[src/rtl/mxc_map.svh]
// register offsets, field positions, reset values and limits for the memory-access control block
`ifndef MXC_MAP_SVH
`define MXC_MAP_SVH
`define MXC_ADDR_POWER_CFG 8'h87
`define MXC_ADDR_CLK_CTRL 8'h8e
`define MXC_ADDR_PROG_WAIT 8'h92
`define MXC_ADDR_ADDR_MODE 8'h9d
`define MXC_ADDR_TIMED_ACCESS 8'hc7
`define MXC_RST_POWER_CFG 8'h00
`define MXC_RST_CLK_CTRL 8'h07
`define MXC_RST_PROG_WAIT 3'h7
`define MXC_RST_ADDR_MODE 2'h0
`define MXC_TA_KEY_FIRST 8'haa
`define MXC_TA_KEY_SECOND 8'h55
`define MXC_PC_PMM 0
`define MXC_PC_STOP 1
`define MXC_PC_SWB 2
`define MXC_PC_RSM 3
`define MXC_PC_PWE 4
`define MXC_PC_SER2X 6
`define MXC_PC_SER1X 7
`define MXC_CK_T0 3
`define MXC_CK_T1 4
`define MXC_AM_BIT 1
`define MXC_NARROW_MASK 24'h00_ffff
`define MXC_WIDE_MASK 24'h1f_ffff
`define MXC_PROG_SRAM_TOP 24'h00_3fff
`define MXC_DATA_SRAM_TOP 24'h00_7fff
`define MXC_RESTART_ADDR 24'h00_0000
`define MXC_DIV_SLOW 4'hb
`endif

[src/rtl/mxc_pkg.sv]
// types shared by the memory-access control block
package mxc_pkg;
  typedef enum logic [1:0] {TA_LOCKED, TA_GOT_FIRST, TA_OPEN} mxc_ta_state_t;
  // one external move request from the core
  typedef struct packed {
    logic valid;
    logic wr;
    logic use_ptr;
    logic [7:0] reg_low;
    logic [7:0] wdata;
  } mxc_xm_req_t;
  // the address registers of the core used by external moves
  typedef struct packed {
    logic ptr_sel;
    logic [7:0] pointer_extended_byte0;
    logic [7:0] pointer_extended_byte1;
    logic [7:0] pointer_high_byte;
    logic [7:0] pointer_low_byte;
    logic [7:0] indirect_upper_address;
    logic [7:0] port_two_latch;
  } mxc_ptr_regs_t;
endpackage

[src/rtl/mxc_mem_ctrl.sv]
// memory-access control: address mode, wait states, program writes, power and prescale bits
// Notes on behaviour
// RL1: program addresses limited to 0xFFFF narrow, 0x1FFFFF wide.
// RL2: after reset fetch restarts at zero in narrow mode.
// RL3: fetches up to 0x3FFF hit program SRAM, above go to flash/external.
// RL4: core held until boot copy completes after reset or software reboot.
// RL5: program SRAM fetches take one clock regardless of wait setting.
// RL6: program wait field 000 gives one clock, 111 gives eight.
// RL7: software picks wait values by clock rate and shadowing.
// RL8: non-SRAM program access lasts wait field plus one clocks.
// RL9: mode register write honoured only right after 0xAA then 0x55 to timed-access.
// RL10: unlock depends on instruction order only, not on elapsed time.
// RL11: mode register always reads back its contents.
// RL12: mode bit 1 selects wide 24-bit addressing, clear is 16-bit.
// RL13: mode may change at any time during execution.
// RL14: move, jump and stack behaviour follows the active address mode.
// RL15: program write enable sends pointer external writes into program memory.
// RL16: register-indirect program writes use upper, port two, register; narrow forces top byte zero.
// RL17: pointer moves take top byte from the selected pointer's extended byte.
// RL18: power bit 0 enters power management, bit 1 enters stop.
// RL19: with switchback enabled, wake events clear power management bit.
// RL20: power bit 3 drives regulator standby.
// RL21: power bits 7 and 6 double first and second serial rates.
// RL22: data addresses up to 0x7FFF are on-chip, above go external up to 2 MB.
// RL23: data wait field sets data strobe width, 000 one clock, 111 eight.
// RL24: clock bits 3 and 4 pick divide by 4 or 12 for timers 0 and 1.
// RL25: data wait change applies from the next data access.
`timescale 1ns/1ps
`default_nettype none
`include "mxc_map.svh"
module mxc_mem_ctrl (
  input wire logic ref_clk,
  input wire logic rst_b,
  input wire logic [7:0] sfr_addr,
  input wire logic sfr_wr,
  input wire logic sfr_rd,
  input wire logic [7:0] sfr_wdata,
  output logic [7:0] sfr_rdata,
  input wire logic other_instr,
  input wire logic software_reboot_bit,
  input wire logic boot_copy_done,
  output logic boot_copy_start,
  output logic core_run,
  output logic fetch_restart,
  input wire logic fetch_req,
  input wire logic [23:0] fetch_addr,
  output logic [23:0] prog_addr,
  output logic prog_sram_sel,
  output logic fetch_busy,
  output logic fetch_done,
  input wire mxc_pkg::mxc_xm_req_t xm_req,
  input wire mxc_pkg::mxc_ptr_regs_t ptr_regs,
  output logic [23:0] xm_addr,
  output logic [7:0] xm_wdata,
  output logic xm_wr,
  output logic xm_to_prog,
  output logic xm_onchip,
  output logic xm_strobe,
  output logic xm_done,
  input wire logic wake_event,
  output logic addr_width_select,
  output logic power_manage_mode,
  output logic stop_mode,
  output logic regulator_standby,
  output logic serial_first_double_rate,
  output logic serial_second_double_rate,
  output logic timer_zero_tick,
  output logic timer_one_tick
);
  import mxc_pkg::*;

  // ----------------------------------------
  // reset release
  // ----------------------------------------
  logic rst_meta_q;
  logic rst_sync_q;
  always_ff @(posedge ref_clk or negedge rst_b)
  begin
    if (!rst_b)
    begin
      rst_meta_q <= 1'b0;
      rst_sync_q <= 1'b0;
    end
    else
    begin
      rst_meta_q <= 1'b1;
      rst_sync_q <= rst_meta_q;
    end
  end

  // ----------------------------------------
  // register file
  // ----------------------------------------
  logic [7:0] power_config_register_q;
  logic [7:0] clock_control_register_q;
  logic [2:0] program_wait_field_q;
  logic [1:0] address_mode_register_q;
  mxc_ta_state_t ta_state_q;

  function automatic logic hit(input logic we, input logic [7:0] a, input logic [7:0] target);
    hit = we && (a == target);
  endfunction

  logic wr_power_config_register;
  logic wr_clock_and_data_wait_control;
  logic wr_wait;
  logic wr_mode;
  logic wr_ta;
  logic mode_unlocked;
  assign wr_power_config_register = hit(sfr_wr, sfr_addr, `MXC_ADDR_POWER_CFG);
  assign wr_clock_and_data_wait_control = hit(sfr_wr, sfr_addr, `MXC_ADDR_CLK_CTRL);
  assign wr_wait = hit(sfr_wr, sfr_addr, `MXC_ADDR_PROG_WAIT);
  assign wr_mode = hit(sfr_wr, sfr_addr, `MXC_ADDR_ADDR_MODE);
  assign wr_ta = hit(sfr_wr, sfr_addr, `MXC_ADDR_TIMED_ACCESS);
  assign mode_unlocked = (ta_state_q == TA_OPEN);

  // the window opens for exactly one instruction; waits do not count as instructions
  always_ff @(posedge ref_clk or negedge rst_sync_q)
  begin
    if (!rst_sync_q)
      ta_state_q <= TA_LOCKED;
    else if (wr_ta && sfr_wdata == `MXC_TA_KEY_FIRST)
      ta_state_q <= TA_GOT_FIRST; // RL9
    else if (wr_ta && sfr_wdata == `MXC_TA_KEY_SECOND && ta_state_q == TA_GOT_FIRST)
      ta_state_q <= TA_OPEN; // RL9
    else if (sfr_wr || other_instr)
      ta_state_q <= TA_LOCKED; // RL10
  end

  // mode register, reset to narrow; reboot also restores narrow
  always_ff @(posedge ref_clk or negedge rst_sync_q)
  begin
    if (!rst_sync_q)
      address_mode_register_q <= `MXC_RST_ADDR_MODE; // RL2
    else if (software_reboot_bit)
      address_mode_register_q <= `MXC_RST_ADDR_MODE; // RL2
    else if (wr_mode && mode_unlocked)
      address_mode_register_q <= sfr_wdata[1:0]; // RL9 RL13
  end

  always_ff @(posedge ref_clk or negedge rst_sync_q)
  begin
    if (!rst_sync_q)
      program_wait_field_q <= `MXC_RST_PROG_WAIT;
    else if (wr_wait)
      program_wait_field_q <= sfr_wdata[2:0]; // RL6
  end

  always_ff @(posedge ref_clk or negedge rst_sync_q)
  begin
    if (!rst_sync_q)
      clock_control_register_q <= `MXC_RST_CLK_CTRL;
    else if (wr_clock_and_data_wait_control)
      clock_control_register_q <= sfr_wdata; // RL23
  end

  // a software write to the power register wins over a same-cycle switchback
  always_ff @(posedge ref_clk or negedge rst_sync_q)
  begin
    if (!rst_sync_q)
      power_config_register_q <= `MXC_RST_POWER_CFG;
    else if (wr_power_config_register)
      power_config_register_q <= sfr_wdata; // RL18
    else if (wake_event && power_config_register_q[`MXC_PC_SWB])
      power_config_register_q[`MXC_PC_PMM] <= 1'b0; // RL19
  end

  // reads take one clock; unmapped offsets answer zero
  always_ff @(posedge ref_clk or negedge rst_sync_q)
  begin
    if (!rst_sync_q)
      sfr_rdata <= 8'h00;
    else if (sfr_rd)
    begin
      if (sfr_addr == `MXC_ADDR_POWER_CFG)
        sfr_rdata <= power_config_register_q;
      else if (sfr_addr == `MXC_ADDR_CLK_CTRL)
        sfr_rdata <= clock_control_register_q;
      else if (sfr_addr == `MXC_ADDR_PROG_WAIT)
        sfr_rdata <= {5'h00, program_wait_field_q};
      else if (sfr_addr == `MXC_ADDR_ADDR_MODE)
        sfr_rdata <= {6'h00, address_mode_register_q}; // RL11
      else
        sfr_rdata <= 8'h00;
    end
  end

  // ----------------------------------------
  // mode and power outputs
  // ----------------------------------------
  always_ff @(posedge ref_clk or negedge rst_sync_q)
  begin
    if (!rst_sync_q)
    begin
      addr_width_select <= 1'b0;
      power_manage_mode <= 1'b0;
      stop_mode <= 1'b0;
      regulator_standby <= 1'b0;
      serial_first_double_rate <= 1'b0;
      serial_second_double_rate <= 1'b0;
    end
    else
    begin
      addr_width_select <= address_mode_register_q[`MXC_AM_BIT]; // RL12 RL14
      power_manage_mode <= power_config_register_q[`MXC_PC_PMM]; // RL18
      stop_mode <= power_config_register_q[`MXC_PC_STOP]; // RL18
      regulator_standby <= power_config_register_q[`MXC_PC_RSM]; // RL20
      serial_first_double_rate <= power_config_register_q[`MXC_PC_SER1X]; // RL21
      serial_second_double_rate <= power_config_register_q[`MXC_PC_SER2X]; // RL21
    end
  end

  logic wide;
  logic [23:0] space_mask;
  assign wide = address_mode_register_q[`MXC_AM_BIT];
  assign space_mask = wide ? `MXC_WIDE_MASK : `MXC_NARROW_MASK; // RL1

  // ----------------------------------------
  // boot hold
  // ----------------------------------------
  // core stays stopped until the loader has shadowed the low flash into program SRAM
  logic boot_pending_q;
  always_ff @(posedge ref_clk or negedge rst_sync_q)
  begin
    if (!rst_sync_q)
    begin
      boot_pending_q <= 1'b1;
      boot_copy_start <= 1'b1;
      core_run <= 1'b0;
      fetch_restart <= 1'b0;
    end
    else
    begin
      boot_copy_start <= software_reboot_bit;
      fetch_restart <= 1'b0;
      if (software_reboot_bit)
      begin
        boot_pending_q <= 1'b1; // RL4
        core_run <= 1'b0;
      end
      else if (boot_pending_q && boot_copy_done)
      begin
        boot_pending_q <= 1'b0;
        core_run <= 1'b1; // RL4
        fetch_restart <= 1'b1; // RL2
      end
    end
  end

  // ----------------------------------------
  // program fetch
  // ----------------------------------------
  logic fetch_go;
  logic [23:0] fetch_masked;
  logic fetch_in_sram;
  logic [2:0] fetch_len;
  assign fetch_go = fetch_req && core_run && !fetch_busy;
  assign fetch_masked = fetch_addr & space_mask; // RL1
  assign fetch_in_sram = (fetch_masked <= `MXC_PROG_SRAM_TOP); // RL3
  assign fetch_len = fetch_in_sram ? 3'h0 : program_wait_field_q; // RL5 RL8

  always_ff @(posedge ref_clk or negedge rst_sync_q)
  begin
    if (!rst_sync_q)
    begin
      prog_addr <= `MXC_RESTART_ADDR;
      prog_sram_sel <= 1'b1;
    end
    else if (fetch_go)
    begin
      prog_addr <= fetch_masked;
      prog_sram_sel <= fetch_in_sram; // RL3
    end
  end

  mxc_wait_timer u_fetch_timer (
    .ref_clk(ref_clk),
    .rst_b(rst_sync_q),
    .start(fetch_go),
    .len(fetch_len),
    .active_q(fetch_busy),
    .done_q(fetch_done)
  );

  // ----------------------------------------
  // external moves
  // ----------------------------------------
  logic xm_go;
  logic [23:0] xm_raw;
  logic [23:0] xm_next;
  logic xm_prog;
  logic [7:0] ptr_top;
  logic [2:0] xm_len;
  assign xm_go = xm_req.valid && core_run && !xm_strobe;
  assign xm_prog = xm_req.wr && power_config_register_q[`MXC_PC_PWE]; // RL15
  assign ptr_top = ptr_regs.ptr_sel ? ptr_regs.pointer_extended_byte1 : ptr_regs.pointer_extended_byte0; // RL17
  assign xm_raw = xm_req.use_ptr ?
    {ptr_top, ptr_regs.pointer_high_byte, ptr_regs.pointer_low_byte} :
    {ptr_regs.indirect_upper_address, ptr_regs.port_two_latch, xm_req.reg_low}; // RL16
  // narrow mode has only 64 KB of code, so the top byte goes to zero there
  assign xm_next = xm_prog ? (xm_raw & space_mask) : (xm_raw & `MXC_WIDE_MASK); // RL16 RL22
  assign xm_len = xm_prog ? program_wait_field_q : clock_control_register_q[2:0]; // RL6 RL23 RL25

  always_ff @(posedge ref_clk or negedge rst_sync_q)
  begin
    if (!rst_sync_q)
    begin
      xm_addr <= 24'h00_0000;
      xm_wdata <= 8'h00;
      xm_wr <= 1'b0;
      xm_to_prog <= 1'b0;
      xm_onchip <= 1'b0;
    end
    else if (xm_go)
    begin
      xm_addr <= xm_next;
      xm_wdata <= xm_req.wdata;
      xm_wr <= xm_req.wr;
      xm_to_prog <= xm_prog; // RL15
      xm_onchip <= !xm_prog && (xm_next <= `MXC_DATA_SRAM_TOP); // RL22
    end
  end

  mxc_wait_timer u_xm_timer (
    .ref_clk(ref_clk),
    .rst_b(rst_sync_q),
    .start(xm_go),
    .len(xm_len),
    .active_q(xm_strobe),
    .done_q(xm_done)
  );

  // ----------------------------------------
  // timer prescale
  // ----------------------------------------
  logic [3:0] div_q;
  always_ff @(posedge ref_clk or negedge rst_sync_q)
  begin
    if (!rst_sync_q)
      div_q <= 4'h0;
    else if (div_q == `MXC_DIV_SLOW)
      div_q <= 4'h0;
    else
      div_q <= div_q + 4'h1;
  end

  logic tick_fast;
  logic tick_slow;
  assign tick_fast = (div_q[1:0] == 2'h3);
  assign tick_slow = (div_q == `MXC_DIV_SLOW);

  always_ff @(posedge ref_clk or negedge rst_sync_q)
  begin
    if (!rst_sync_q)
    begin
      timer_zero_tick <= 1'b0;
      timer_one_tick <= 1'b0;
    end
    else
    begin
      timer_zero_tick <= clock_control_register_q[`MXC_CK_T0] ? tick_fast : tick_slow; // RL24
      timer_one_tick <= clock_control_register_q[`MXC_CK_T1] ? tick_fast : tick_slow; // RL24
    end
  end

  // ----------------------------------------
  // checks
  // ----------------------------------------
  logic [3:0] fetch_age_q;
  logic [2:0] fetch_len_q;
  always_ff @(posedge ref_clk or negedge rst_sync_q)
  begin
    if (!rst_sync_q)
    begin
      fetch_age_q <= 4'h0;
      fetch_len_q <= 3'h0;
    end
    else if (fetch_go)
    begin
      fetch_age_q <= 4'h0;
      fetch_len_q <= fetch_len;
    end
    else if (fetch_busy)
      fetch_age_q <= fetch_age_q + 4'h1;
  end

  AST_TA_LOCK: assert property (@(posedge ref_clk) disable iff (!rst_sync_q) // RL9
    (wr_mode && !mode_unlocked && !software_reboot_bit) |=> $stable(address_mode_register_q))
    else $error("mode register changed without unlock");
  AST_TA_OPEN: assert property (@(posedge ref_clk) disable iff (!rst_sync_q) // RL10
    (wr_ta && sfr_wdata == `MXC_TA_KEY_FIRST) ##1 (!sfr_wr && !other_instr) [*7]
    ##1 (wr_ta && sfr_wdata == `MXC_TA_KEY_SECOND) |=> mode_unlocked)
    else $error("unlock lost during idle cycles");
  AST_MODE_READ: assert property (@(posedge ref_clk) disable iff (!rst_sync_q) // RL11
    (sfr_rd && sfr_addr == `MXC_ADDR_ADDR_MODE) |=> sfr_rdata == {6'h00, $past(address_mode_register_q)})
    else $error("mode register readback wrong");
  AST_SRAM_FETCH: assert property (@(posedge ref_clk) disable iff (!rst_sync_q) // RL5
    (fetch_go && fetch_in_sram) |=> fetch_done ##1 !fetch_busy)
    else $error("program SRAM fetch not single clock");
  AST_PROG_LEN: assert property (@(posedge ref_clk) disable iff (!rst_sync_q) // RL8
    fetch_done |-> fetch_age_q == {1'b0, fetch_len_q})
    else $error("program access length wrong");
  AST_NARROW: assert property (@(posedge ref_clk) disable iff (!rst_sync_q) // RL1
    ($past(fetch_go) && !$past(wide)) |-> prog_addr[23:16] == 8'h00)
    else $error("narrow fetch address exceeds 64 KB");
  AST_BOOT_HOLD: assert property (@(posedge ref_clk) disable iff (!rst_sync_q) // RL4
    $rose(core_run) |-> $past(boot_copy_done) && fetch_restart)
    else $error("core released without boot copy");
  AST_SWITCHBACK: assert property (@(posedge ref_clk) disable iff (!rst_sync_q) // RL19
    (wake_event && power_config_register_q[`MXC_PC_SWB] && !wr_power_config_register) ##1 1'b1 |=> !power_manage_mode)
    else $error("switchback left power management set");
  AST_PROG_WRITE: assert property (@(posedge ref_clk) disable iff (!rst_sync_q) // RL15
    (xm_go && xm_req.wr && power_config_register_q[`MXC_PC_PWE]) |=> xm_to_prog && !xm_onchip)
    else $error("program write not routed to program memory");
  AST_SLOW_TICK: assert property (@(posedge ref_clk) disable iff (!rst_sync_q) // RL24
    (timer_one_tick && !clock_control_register_q[`MXC_CK_T1] && !wr_clock_and_data_wait_control) ##1 !wr_clock_and_data_wait_control [*2] |=> !timer_one_tick [*4])
    else $error("slow timer prescale too fast");
endmodule
`default_nettype wire

[src/rtl/mxc_wait_timer.sv]
// access-length timer: strobe for len+1 clocks, done on the last one
`timescale 1ns/1ps
`default_nettype none
module mxc_wait_timer (
  input wire logic ref_clk,
  input wire logic rst_b,
  input wire logic start,
  input wire logic [2:0] len,
  output logic active_q,
  output logic done_q
);
  import mxc_pkg::*;
  logic [2:0] cnt_q;

  // length is latched at start, so a later change never disturbs a running access
  always_ff @(posedge ref_clk or negedge rst_b)
  begin
    if (!rst_b)
    begin
      cnt_q <= 3'h0;
      active_q <= 1'b0;
      done_q <= 1'b0;
    end
    else if (start && !active_q)
    begin
      cnt_q <= len;
      active_q <= 1'b1;
      done_q <= (len == 3'h0);
    end
    else if (active_q)
    begin
      if (cnt_q == 3'h0)
      begin
        active_q <= 1'b0;
        done_q <= 1'b0;
      end
      else
      begin
        cnt_q <= cnt_q - 3'h1;
        done_q <= (cnt_q == 3'h1);
      end
    end
  end
endmodule
`default_nettype wire

[config.mk]
export PLATFORM = sky130hd
export DESIGN_NAME = mxc_mem_ctrl
export DESIGN_NICKNAME = d
export VERILOG_FILES = /design/src/rtl/mxc_pkg.sv /design/src/rtl/mxc_mem_ctrl.sv /design/src/rtl/mxc_wait_timer.sv
export VERILOG_INCLUDE_DIRS = /design/src /design/src/rtl
export SDC_FILE = /design/constraint.sdc
export NUM_CORES = 1
export LEC_CHECK = 0
export ABC_AREA = 1
export BUFFER_PORTS_ARGS = -buffer_cell sky130_fd_sc_hd__buf_2
export CORE_MARGIN = 2
export CORE_UTILIZATION = 41
export CTS_CLUSTER_SIZE = 8
export DETAILED_ROUTE_END_ITERATION = 6
export PLACE_DENSITY = 0.76
export SLEW_MARGIN = 20
export SYNTH_ARGS = -nofsm -noshare
export SYNTH_HDL_FRONTEND = slang
export SYNTH_SLANG_ARGS = --single-unit
[constraint.sdc]
create_clock -name ref_clk -period 4.7 [get_ports ref_clk]
set_input_delay 0.235 -clock ref_clk [delete_from_list [all_inputs] [get_ports ref_clk]]
set_output_delay 0.235 -clock ref_clk [all_outputs]
set_load 0.01 [all_outputs]
== Word-level counts from Yosys, hierarchy flattened ==
Cells that the tools add are included.

* $add $sub $neg: 3
* Order comparisons: 2
* Equal/unequal tests: 15
* Mux-type cells: 44
* Bitwise gates (word level): 2
* Reductions and logical operators: 35

{| class="wikitable"
|+ Operators with widths
! operator !! count
|-
| 24-bit by 21-bit AND with 24-bit output || 2
|-
| 8-bit == test, second input constant || 6
|-
| 24-bit 2-to-1 mux || 2
|-
| 8-bit 2-to-1 mux || 4
|-
| 24-bit by 14-bit <= comparator with 1-bit output, second input constant || 1
|-
| 24-bit by 15-bit <= comparator with 1-bit output, second input constant || 1
|-
| 3-bit 2-to-1 mux || 8
|-
| 1-bit 2-to-1 mux || 22
|-
| 21-bit 2-to-1 mux || 1
|-
| 1-bit logical AND || 19
|-
| 3-bit logical NOT || 4
|-
| 2-bit 2-to-1 mux || 6
|-
| 2-bit nonzero test || 5
|-
| 8-bit by 7-bit == test with 1-bit output, second input constant || 1
|-
| 3-bit by 1-bit == test with 1-bit output, second input constant || 2
|-
| 3-bit by 1-bit subtractor with 3-bit output, second input constant || 2
|-
| 4-bit by 1-bit adder with 4-bit output, second input constant || 1
|-
| 2-bit == test, second input constant || 2
|-
| 4-bit == test, second input constant || 1
|-
| 4-bit 2-to-1 mux || 1
|-
| 2-bit by 1-bit != test with 1-bit output, second input constant || 2
|-
| 2-bit AND reduction || 2
|-
| 1-bit logical NOT || 3
|-
| 3-bit nonzero test || 1
|-
| 2 further kinds || 2
|}

* Bits in registers: 119
* Bits of input ports: 117
* Output and inout bits: 83
* Word-level logic and storage cells: 136

== Longest topological paths before layout ==
Gate-level depths: netlist of run 1.

* Depth after elaboration: 6
* Depth in mapped cells: 10

== Cells and area by module ==
Synthesis of run 1 repeated with hierarchy kept, for this count alone.

* Cells, all modules: 660
* Area, all modules: 5273.8 µm²

{| class="wikitable"
|+ By module, submodules not included
! module !! times used !! cells each !! area each (µm²)
|-
| mxc_mem_ctrl || 1 || 570 || 4615.7
|-
| mxc_wait_timer || 2 || 45 || 329.1
|}

== Least setup slack after synthesis of run 1 ==
Ideal clock, no wire load.

* Path type: register to register
* Start: register core_run
* End: register u_xm_timer.cnt_q[1]
* Arrival time: 1099 ps
* Required time: 4575 ps
* Setup slack: 3476 ps
* Stages on the path, launching flop included: 7
* Buffers on the path: 1
* Cells stage by stage: dfrtp_1 -> nand2_1 -> nor2_4 -> inv_2 -> buf_6 -> o211ai_2 -> o21ai_1

* Longest elaborated chain between the ends: 5
* Elaborated cells on any way between the ends: 7
* Those cells by class: eq/ne (1); mux (1); reduce/logical (5)

{| class="wikitable"
|+ RTL lines
! what !! line !! text
|-
| start, declared || mxc_mem_ctrl.sv:43 || <nowiki>output logic core_run,</nowiki>
|-
| start signal, assigned || mxc_mem_ctrl.sv:229 || <nowiki>core_run <= 1'b0;</nowiki>
|-
| start signal, assigned || mxc_mem_ctrl.sv:239 || <nowiki>core_run <= 1'b0;</nowiki>
|-
| start signal, assigned || mxc_mem_ctrl.sv:244 || <nowiki>core_run <= 1'b1;</nowiki>
|-
| 1-bit logical AND (*) (2 in series) || mxc_mem_ctrl.sv:294 || <nowiki>assign xm_go = xm_req.valid && core_run && !xm_strobe;</nowiki>
|-
| 1-bit logical AND (*) || mxc_wait_timer.sv:24 || <nowiki>else if (start && !active_q)</nowiki>
|-
| 2-bit by 1-bit != test with 1-bit output (no line) / 2-bit nonzero test (equally long branches) || - ||
|-
| 2-bit AND reduction (no line) || - ||
|-
| end signal, assigned || mxc_wait_timer.sv:26 || <nowiki>cnt_q <= len;</nowiki>
|-
| end signal, assigned || mxc_wait_timer.sv:39 || <nowiki>cnt_q <= cnt_q - 3'h1;</nowiki>
|-
| end, declared || mxc_wait_timer.sv:13 || <nowiki>logic [2:0] cnt_q;</nowiki>
|}

Mark *: on every way between the ends. The rest lies on a longest branch, timed or not.
A chain may end at the register's enable or synchronous reset.

== Worst setup path in the final report of run 1 ==
* Start: register core_run
* End: register u_xm_timer.done_q

* Longest elaborated chain between the ends: 4
* Elaborated cells on any way between the ends: 5
* Those cells by class: mux (1); reduce/logical (4)

{| class="wikitable"
|+ RTL lines
! what !! line !! text
|-
| 1-bit logical AND (*) (2 in series) || mxc_mem_ctrl.sv:294 ||
|-
| 1-bit logical AND (*) || mxc_wait_timer.sv:24 ||
|-
| 1-bit 2-to-1 mux / 2-bit nonzero test (equally long branches) || - ||
|-
| end signal, assigned || mxc_wait_timer.sv:28 || <nowiki>done_q <= (len == 3'h0);</nowiki>
|-
| end signal, assigned || mxc_wait_timer.sv:40 || <nowiki>done_q <= (cnt_q == 3'h1);</nowiki>
|-
| end, declared || mxc_wait_timer.sv:10 || <nowiki>output logic done_q</nowiki>
|}

Marks and branches as above.

==> metrics.txt, run 1 <==
DR DRC count 0; reg-to-reg critical path endpoint u_xm_timer.done_q; Mapped Cells between 600 and 700; vias in the first global route 4383; Min Clock Period, post-route about 1900 ps; final hold vios 0; DP HPWL around 9400 um; non-filler cells, final a little under 1000; Yosys top cell area share 0.495; worst slew pin tran 861 ps; Primary FF master, synth dfrtp_1; setup TNS 0 ps; Final Setup Violations 0; CP Capture Type register; core area about 13000 um2; WHS approximately 18 ps; list of most frequent post-synthesis cells nand2_1, dfrtp_1, inv_1; Via density 4.67; drt first pass iters 4; initial core utilization 0.418; CTS HTree Levels 4; placed instance count about 950; Post-DP Area 6240 um2; total track usage 0.198; Ys Warns 0; Routability Congestion 0.814; asr flop ratio synth 1.00; status completed; # rows 41; CTS tree built; CTS Buffer Depth 2; max-cap violation count 0; register area share after synthesis 0.540; Worst Setup SP core_run; HP Class primary input to register; Final nets 926; Pwr Density roughly 530 nW/um2; Critical Path Max Stage Delay 410 ps; Syn Std Cell Area 5250 um2; Synth area leaders dfrtp_1, nand2_1, dfstp_2, inv_1, nand3_1; Tcrit/Tclk final 0.394; first-pass GRT wire length about 21000 um; Worst slew margin 0.426; Ant. Diodes 0; RSZ-0062 raised after global routing false; Most common cell on crit path nand2_1; CTS resizes 0; syn_area_per_cell roughly 8.5 um2; CP required around 5000 ps; final wirelength ~13000 um; Unique masters post-synth 32; Post-CTS Setup Inserts 0; GR Overflow Total 0; layout cells sized above 1 0.319; Hold EP xm_wdata[7]; Final ANT Viol Nets 0; Reg2Reg Depth 7; clock sink count approximately 110; clk slew on worst S/H paths around 50 ps; Hold Path Origin xm_req[7]; total CTS buffers 17; crit-path cells nand2_1, nor2_4, buf_4, inv_2, nor2_1, nand2_1, a22oi_1; WP buf/inv 2; Max FO, Critical Path between 40 and 50; pins over their slew limit 0; synthesis-stage register bit count around 110; Post-Layout Inst Area ~6900 um2; Post-synth EDFFs 0; Hold-fix buffers, CTS 3; Ports 200; VDD IR max roughly 0.25 mV; vias about 4600; Syn-to-layout area delta 31.7%; detailed-route wire length per cell roughly 13 um; Leak between 3 and 4 nW; r2r setup slk ~2800 ps; initial DRC count between 200 and 300; initial antenna violation count 0; critical path's slowest cell dfrtp_1; Die ar. ~14000 um2; die width approximately 120 um; die height roughly 120 um; # port buffers about 180; cell with the most instances after synthesis nand2_1; critical path class register to register; largest net degree at the start of global routing 69; Hold Path Cell Cnt 3; Yosys top cell by area dfrtp_1; clock root buffer master clkbuf_16; Fmax achieved roughly 540 MHz; clock latency on the worst-skew pair between 400 and 500 ps; RR Startpoint core_run; delay-heaviest family, CP buffers and inverters; Critical Path AT around 2200 ps; Worst Skew 10.4 ps; Startpoint Class register
==> metal layers <==
metal  vias to the layer above  routed length (um)  GRT usage
li1                       2337                   -          -
met1                      2135                5780      0.261
met2                       115                6290      0.319
met3                        27                 560     0.0463
met4                         0                 316     0.0769
met5                         -                   0          0
==> report_power, final <==
group          switching [mW]  total (mW)  internal [mW]
clock network           0.441        1.40          0.955
registers               0.149        1.38           1.23
logic                   0.499       0.859          0.360
==> worst max path at each step <==
| stage | to | slack, ps | cells after the start |
|---|---|---|---|
| floorplan | addr_width_select | 1330 | 0 |
| global placement | u_xm_timer.done_q | 2930 | 7 |
| finish | u_xm_timer.done_q | 2850 | 7 |
| CTS | u_xm_timer.done_q | 2810 | 7 |
| global route | u_xm_timer.done_q | 2620 | 7 |
| detailed placement | u_xm_timer.done_q | 2890 | 7 |
==> layout make-up <==
cell class / count / area (um2)
inverter: 56 / 210
clock buffer: 23 / 498
timing repair buffer: 187 / 958
sequential: 113 / 2840
clock inverter: 9 / 151
fill: 1171 / 5650
tap: 172 / 215
multi-input combinational: 427 / 2040
==> logic make-up (layout without fill, tap and decap cells) <==
| kind of cell | after synthesis | count (layout) | share of synthesized area |
|---|---|---|---|
| AOI/OAI and AO/OA | 85 | 85 | 0.101 |
| xor gates and xnor gates | 2 | 2 | 0.00334 |
| adders and majority gates | 7 | 7 | 0.0167 |
| buffers and inverters | 82 | 275 | 0.0748 |
| DFF | 113 | 113 | 0.540 |
| other | 2 | 7 | 0.00143 |
| and+or+nand+nor | 326 | 326 | 0.262 |
==> worst register-to-register path: cells and delay by family (launching register included) <==
kind / cells / cell delay (ps)
buffers and inverters: 2 / 690
and+or+nand+nor: 4 / 540
DFF: 1 / 410
AOI/OAI and AO/OA: 1 / 130
==> placed cells by master, fill, tap and decap left out, types with 2 or more instances in the layout <==
| master | netlist | final |
|---|---|---|
| bufinv_16 | 0 | 4 |
| o21ai_1 | 11 | 11 |
| nand4_1 | 4 | 4 |
| nand2_1 | 226 | 226 |
| dfrtp_1 | 104 | 103 |
| inv_1 | 51 | 51 |
| a21oi_1 | 6 | 6 |
| clkinv_2 | 0 | 3 |
| inv_2 | 5 | 5 |
| clkbuf_16 | 0 | 17 |
| buf_4 | 11 | 3 |
| nand3_4 | 2 | 2 |
| nand2_2 | 5 | 5 |
| nand3_1 | 35 | 35 |
| ha_1 | 7 | 7 |
| o211ai_1 | 3 | 3 |
| buf_2 | 11 | 181 |
| nand3b_1 | 2 | 2 |
| o21ai_0 | 26 | 26 |
| dlygate4sd3_1 | 0 | 3 |
| dfstp_2 | 9 | 9 |
| o21ai_2 | 16 | 16 |
| nor2_4 | 4 | 4 |
| clkbuf_8 | 0 | 5 |
| nor2_1 | 44 | 44 |
| a31oi_1 | 19 | 19 |
| xor2_1 | 2 | 2 |
| conb_1 | 2 | 7 |
==> sequential cells by signal, summed over array words and instances (netlist names), 2 cells and up <==
register / flops
prog_addr: 21
xm_addr: 21
clock_control_register_q: 8
power_config_register_q: 8
sfr_rdata: 8
xm_wdata: 8
div_q: 4
program_wait_field_q: 3
u_fetch_timer.cnt_q: 3
u_xm_timer.cnt_q: 3
address_mode_register_q: 2
ta_state_q: 2
==> metrics by stage <==
step                       util  setup WS [ps]  total power, mW
after floorplan               -           1330             1.89
after global placement    0.496           2930             2.23
after detailed placement  0.496           2890             2.26
after CTS                 0.550           2810             3.67
after global routing      0.550           2620             3.86
final                     0.550           2850             3.63
Power figures use the tool's default switching activity.
==> inputs of run 2 (changes only) <==
--- a/config.mk
+++ b/config.mk
@@ -12,7 +12,7 @@
 export CORE_UTILIZATION = 41
 export CTS_CLUSTER_SIZE = 8
 export DETAILED_ROUTE_END_ITERATION = 6
-export PLACE_DENSITY = 0.76
+export PLACE_DENSITY = 0.78
 export SLEW_MARGIN = 20
 export SYNTH_ARGS = -nofsm -noshare
 export SYNTH_HDL_FRONTEND = slang
==> constraint.sdc (replaced) <==
create_clock -name ref_clk -period 1.7 [get_ports ref_clk]
set_input_delay 0.085 -clock ref_clk [delete_from_list [all_inputs] [get_ports ref_clk]]
set_output_delay 0.085 -clock ref_clk [all_outputs]
set_load 0.01 [all_outputs]
==> metrics.txt, run 2 (synthesis results as in run 1) <==
clock latency on the worst-skew pair 400 ps (about the same); Post-Layout Inst Area 7640 um2 (+11%); core area 12600 um2 (unchanged); detailed-route wire length per cell 13.6 um (+4.0%); Worst Skew 7.74 ps (-2.70 ps); VDD IR max 0.714 mV (+180%); Critical Path AT 1790 ps (-390 ps); placed instance count 959 (+0.74%); Pint 7.04 mW (+180%); status completed; Final Setup Violations 0 (unchanged); Startpoint Class register; final wirelength 14500 um (+12%); most common cell after layout, fill and taps aside nand2_1; CP Capture Type register; Routability Congestion 0.860 (+5.6%); Logic pwr share 0.256 (+0.019); switching portion of total power 0.305 (+0.00519); die height 117 um (unchanged); most frequent cells in the layout nand2_1, buf_2, dfrtp_1, dlygate4sd3_1, inv_1; Syn-to-layout area delta 45.5%; # rows 41 (unchanged); # port buffers 181 (unchanged); Hold-fix buffers, CTS 70 (+67); CTS Buffer Depth 2 (unchanged); Min Clock Period, post-route 1470 ps (-379 ps); Max FO, Critical Path 39 (-13%); Tcrit/Tclk final 0.866 (+0.472); Pwr Density 1330 nW/um2 (+150%); DR DRC count 0 (unchanged); critical path class register to register; CTS tree built; CP required 2020 ps (-3010 ps); HP Class primary input to register; pins over their slew limit 0 (unchanged); initial antenna violation count 2 (+2); layout cells sized above 1 0.298 (-0.0209); max-cap violation count 0 (unchanged); total track usage 0.219 (+0.0207); DP HPWL 9750 um (+3.9%); total CTS buffers 17 (unchanged); CTS resizes 0 (unchanged); largest net degree at the start of global routing 40 (-42%); switching power 3.09 mW (+180%); Via density 4.74 (+1.4%); Final ANT Viol Nets 0 (unchanged); clock root buffer master clkbuf_16; vias 5039 (+9.2%); clock power share 0.367 (-0.017); total power 10.1 mW (+180%); Post-DP Area 6310 um2 (+1.2%); Die ar. 13700 um2 (unchanged); RSZ-0062 raised after global routing false; initial core utilization 0.418 (unchanged); CTS HTree Levels 4 (unchanged); WHS 25.7 ps (+7.86 ps); drt first pass iters 5 (+1); final hold vios 0 (unchanged); non-filler cells, final 1063 (+7.7%); Ports 200 (unchanged); Final nets 1000 (+8.0%); vias in the first global route 4954 (+13%); GR Overflow Total 0 (unchanged); setup TNS 0 ps (unchanged); initial DRC count 385 (+30%); clock sink count 113 (unchanged); first-pass GRT wire length 23300 um (+11%); Seq pwr share 0.376 (-0.003); die width 117 um (unchanged); Fmax achieved 679 MHz (+26%); Leak 4.07 nW (+8.1%); fill count 1043 (-11%); Post-CTS Setup Inserts 0 (unchanged); Regs by FF count prog_addr: 21 flops, xm_addr: 21 flops; clk slew on worst S/H paths 60 ps (about the same)
## run 2: changes by cell type in the layout (fill, tap and decap cells not counted)
| cell | previous run | this run |
|---|---|---|
| buf_4 | 3 | 8 |
| diode_2 | 0 | 2 |
| clkbuf_8 | 5 | 2 |
| dlygate4sd3_1 | 3 | 70 |
| buf_12 | 0 | 2 |
| clkbuf_1 | 1 | 3 |
| clkinvlp_4 | 1 | 2 |
## run 2: worst max-delay path, cell delays in order (launching register included)
cell	delay (ps)
dfrtp_1	430
nand2_1	120
nor2_4	190
buf_4	380
nor2_1	80
a31oi_1	170
## run 2: layout make-up
| cell class | instances | area (um2) | area share |
|---|---|---|---|
| clock inverters | 10 | 159 | 0.0208 |
| multi-input cells | 427 | 2040 | 0.267 |
| flip-flops and latches | 113 | 2840 | 0.372 |
| diodes | 2 | 5.00 | 0.000655 |
| clock buffers | 22 | 464 | 0.0607 |
| inverters | 56 | 210 | 0.0275 |
| repair buffers | 261 | 1710 | 0.223 |
| well taps | 172 | 215 | 0.0282 |
## run 2: power groups by stage
stage / registers (mW) / clock network [mW] / logic [mW]
2_1_floorplan: 4.13 / 0 / 1.10
3_3_place_gp: 3.82 / 0 / 2.38
3_5_place_dp: 3.84 / 0 / 2.44
4_1_cts: 3.80 / 3.77 / 2.57
5_1_grt: 3.91 / 3.92 / 2.92
6_report: 3.81 / 3.72 / 2.59
## run 2: layer usage
layer  part of all wire  track usage  wire length, um
met1               0.43        0.271             6220
met2               0.48        0.354             6920
met3              0.048       0.0530              697
met4              0.046        0.119              666
met5                  0            0                0
## run 2: metrics by stage
step	utilization	setup WS (ps)
floorplan	-	476
global placement	0.502	341
detailed placement	0.502	290
CTS	0.608	261
global route	0.608	54.8
finish	0.608	227
## run 2: final timing paths
check	slack [ps]	endpoint	start	cells after the start
min reg2reg	270	xm_onchip	rst_sync_q	0
max	230	xm_addr[4]	core_run	5
max reg2reg	230	xm_addr[4]	core_run	5
min	30	power_config_register_q[6]	sfr_wdata[6]	3
min in group asynchronous	270	xm_onchip	rst_sync_q	0
max in group asynchronous	860	prog_sram_sel	rst_sync_q	1
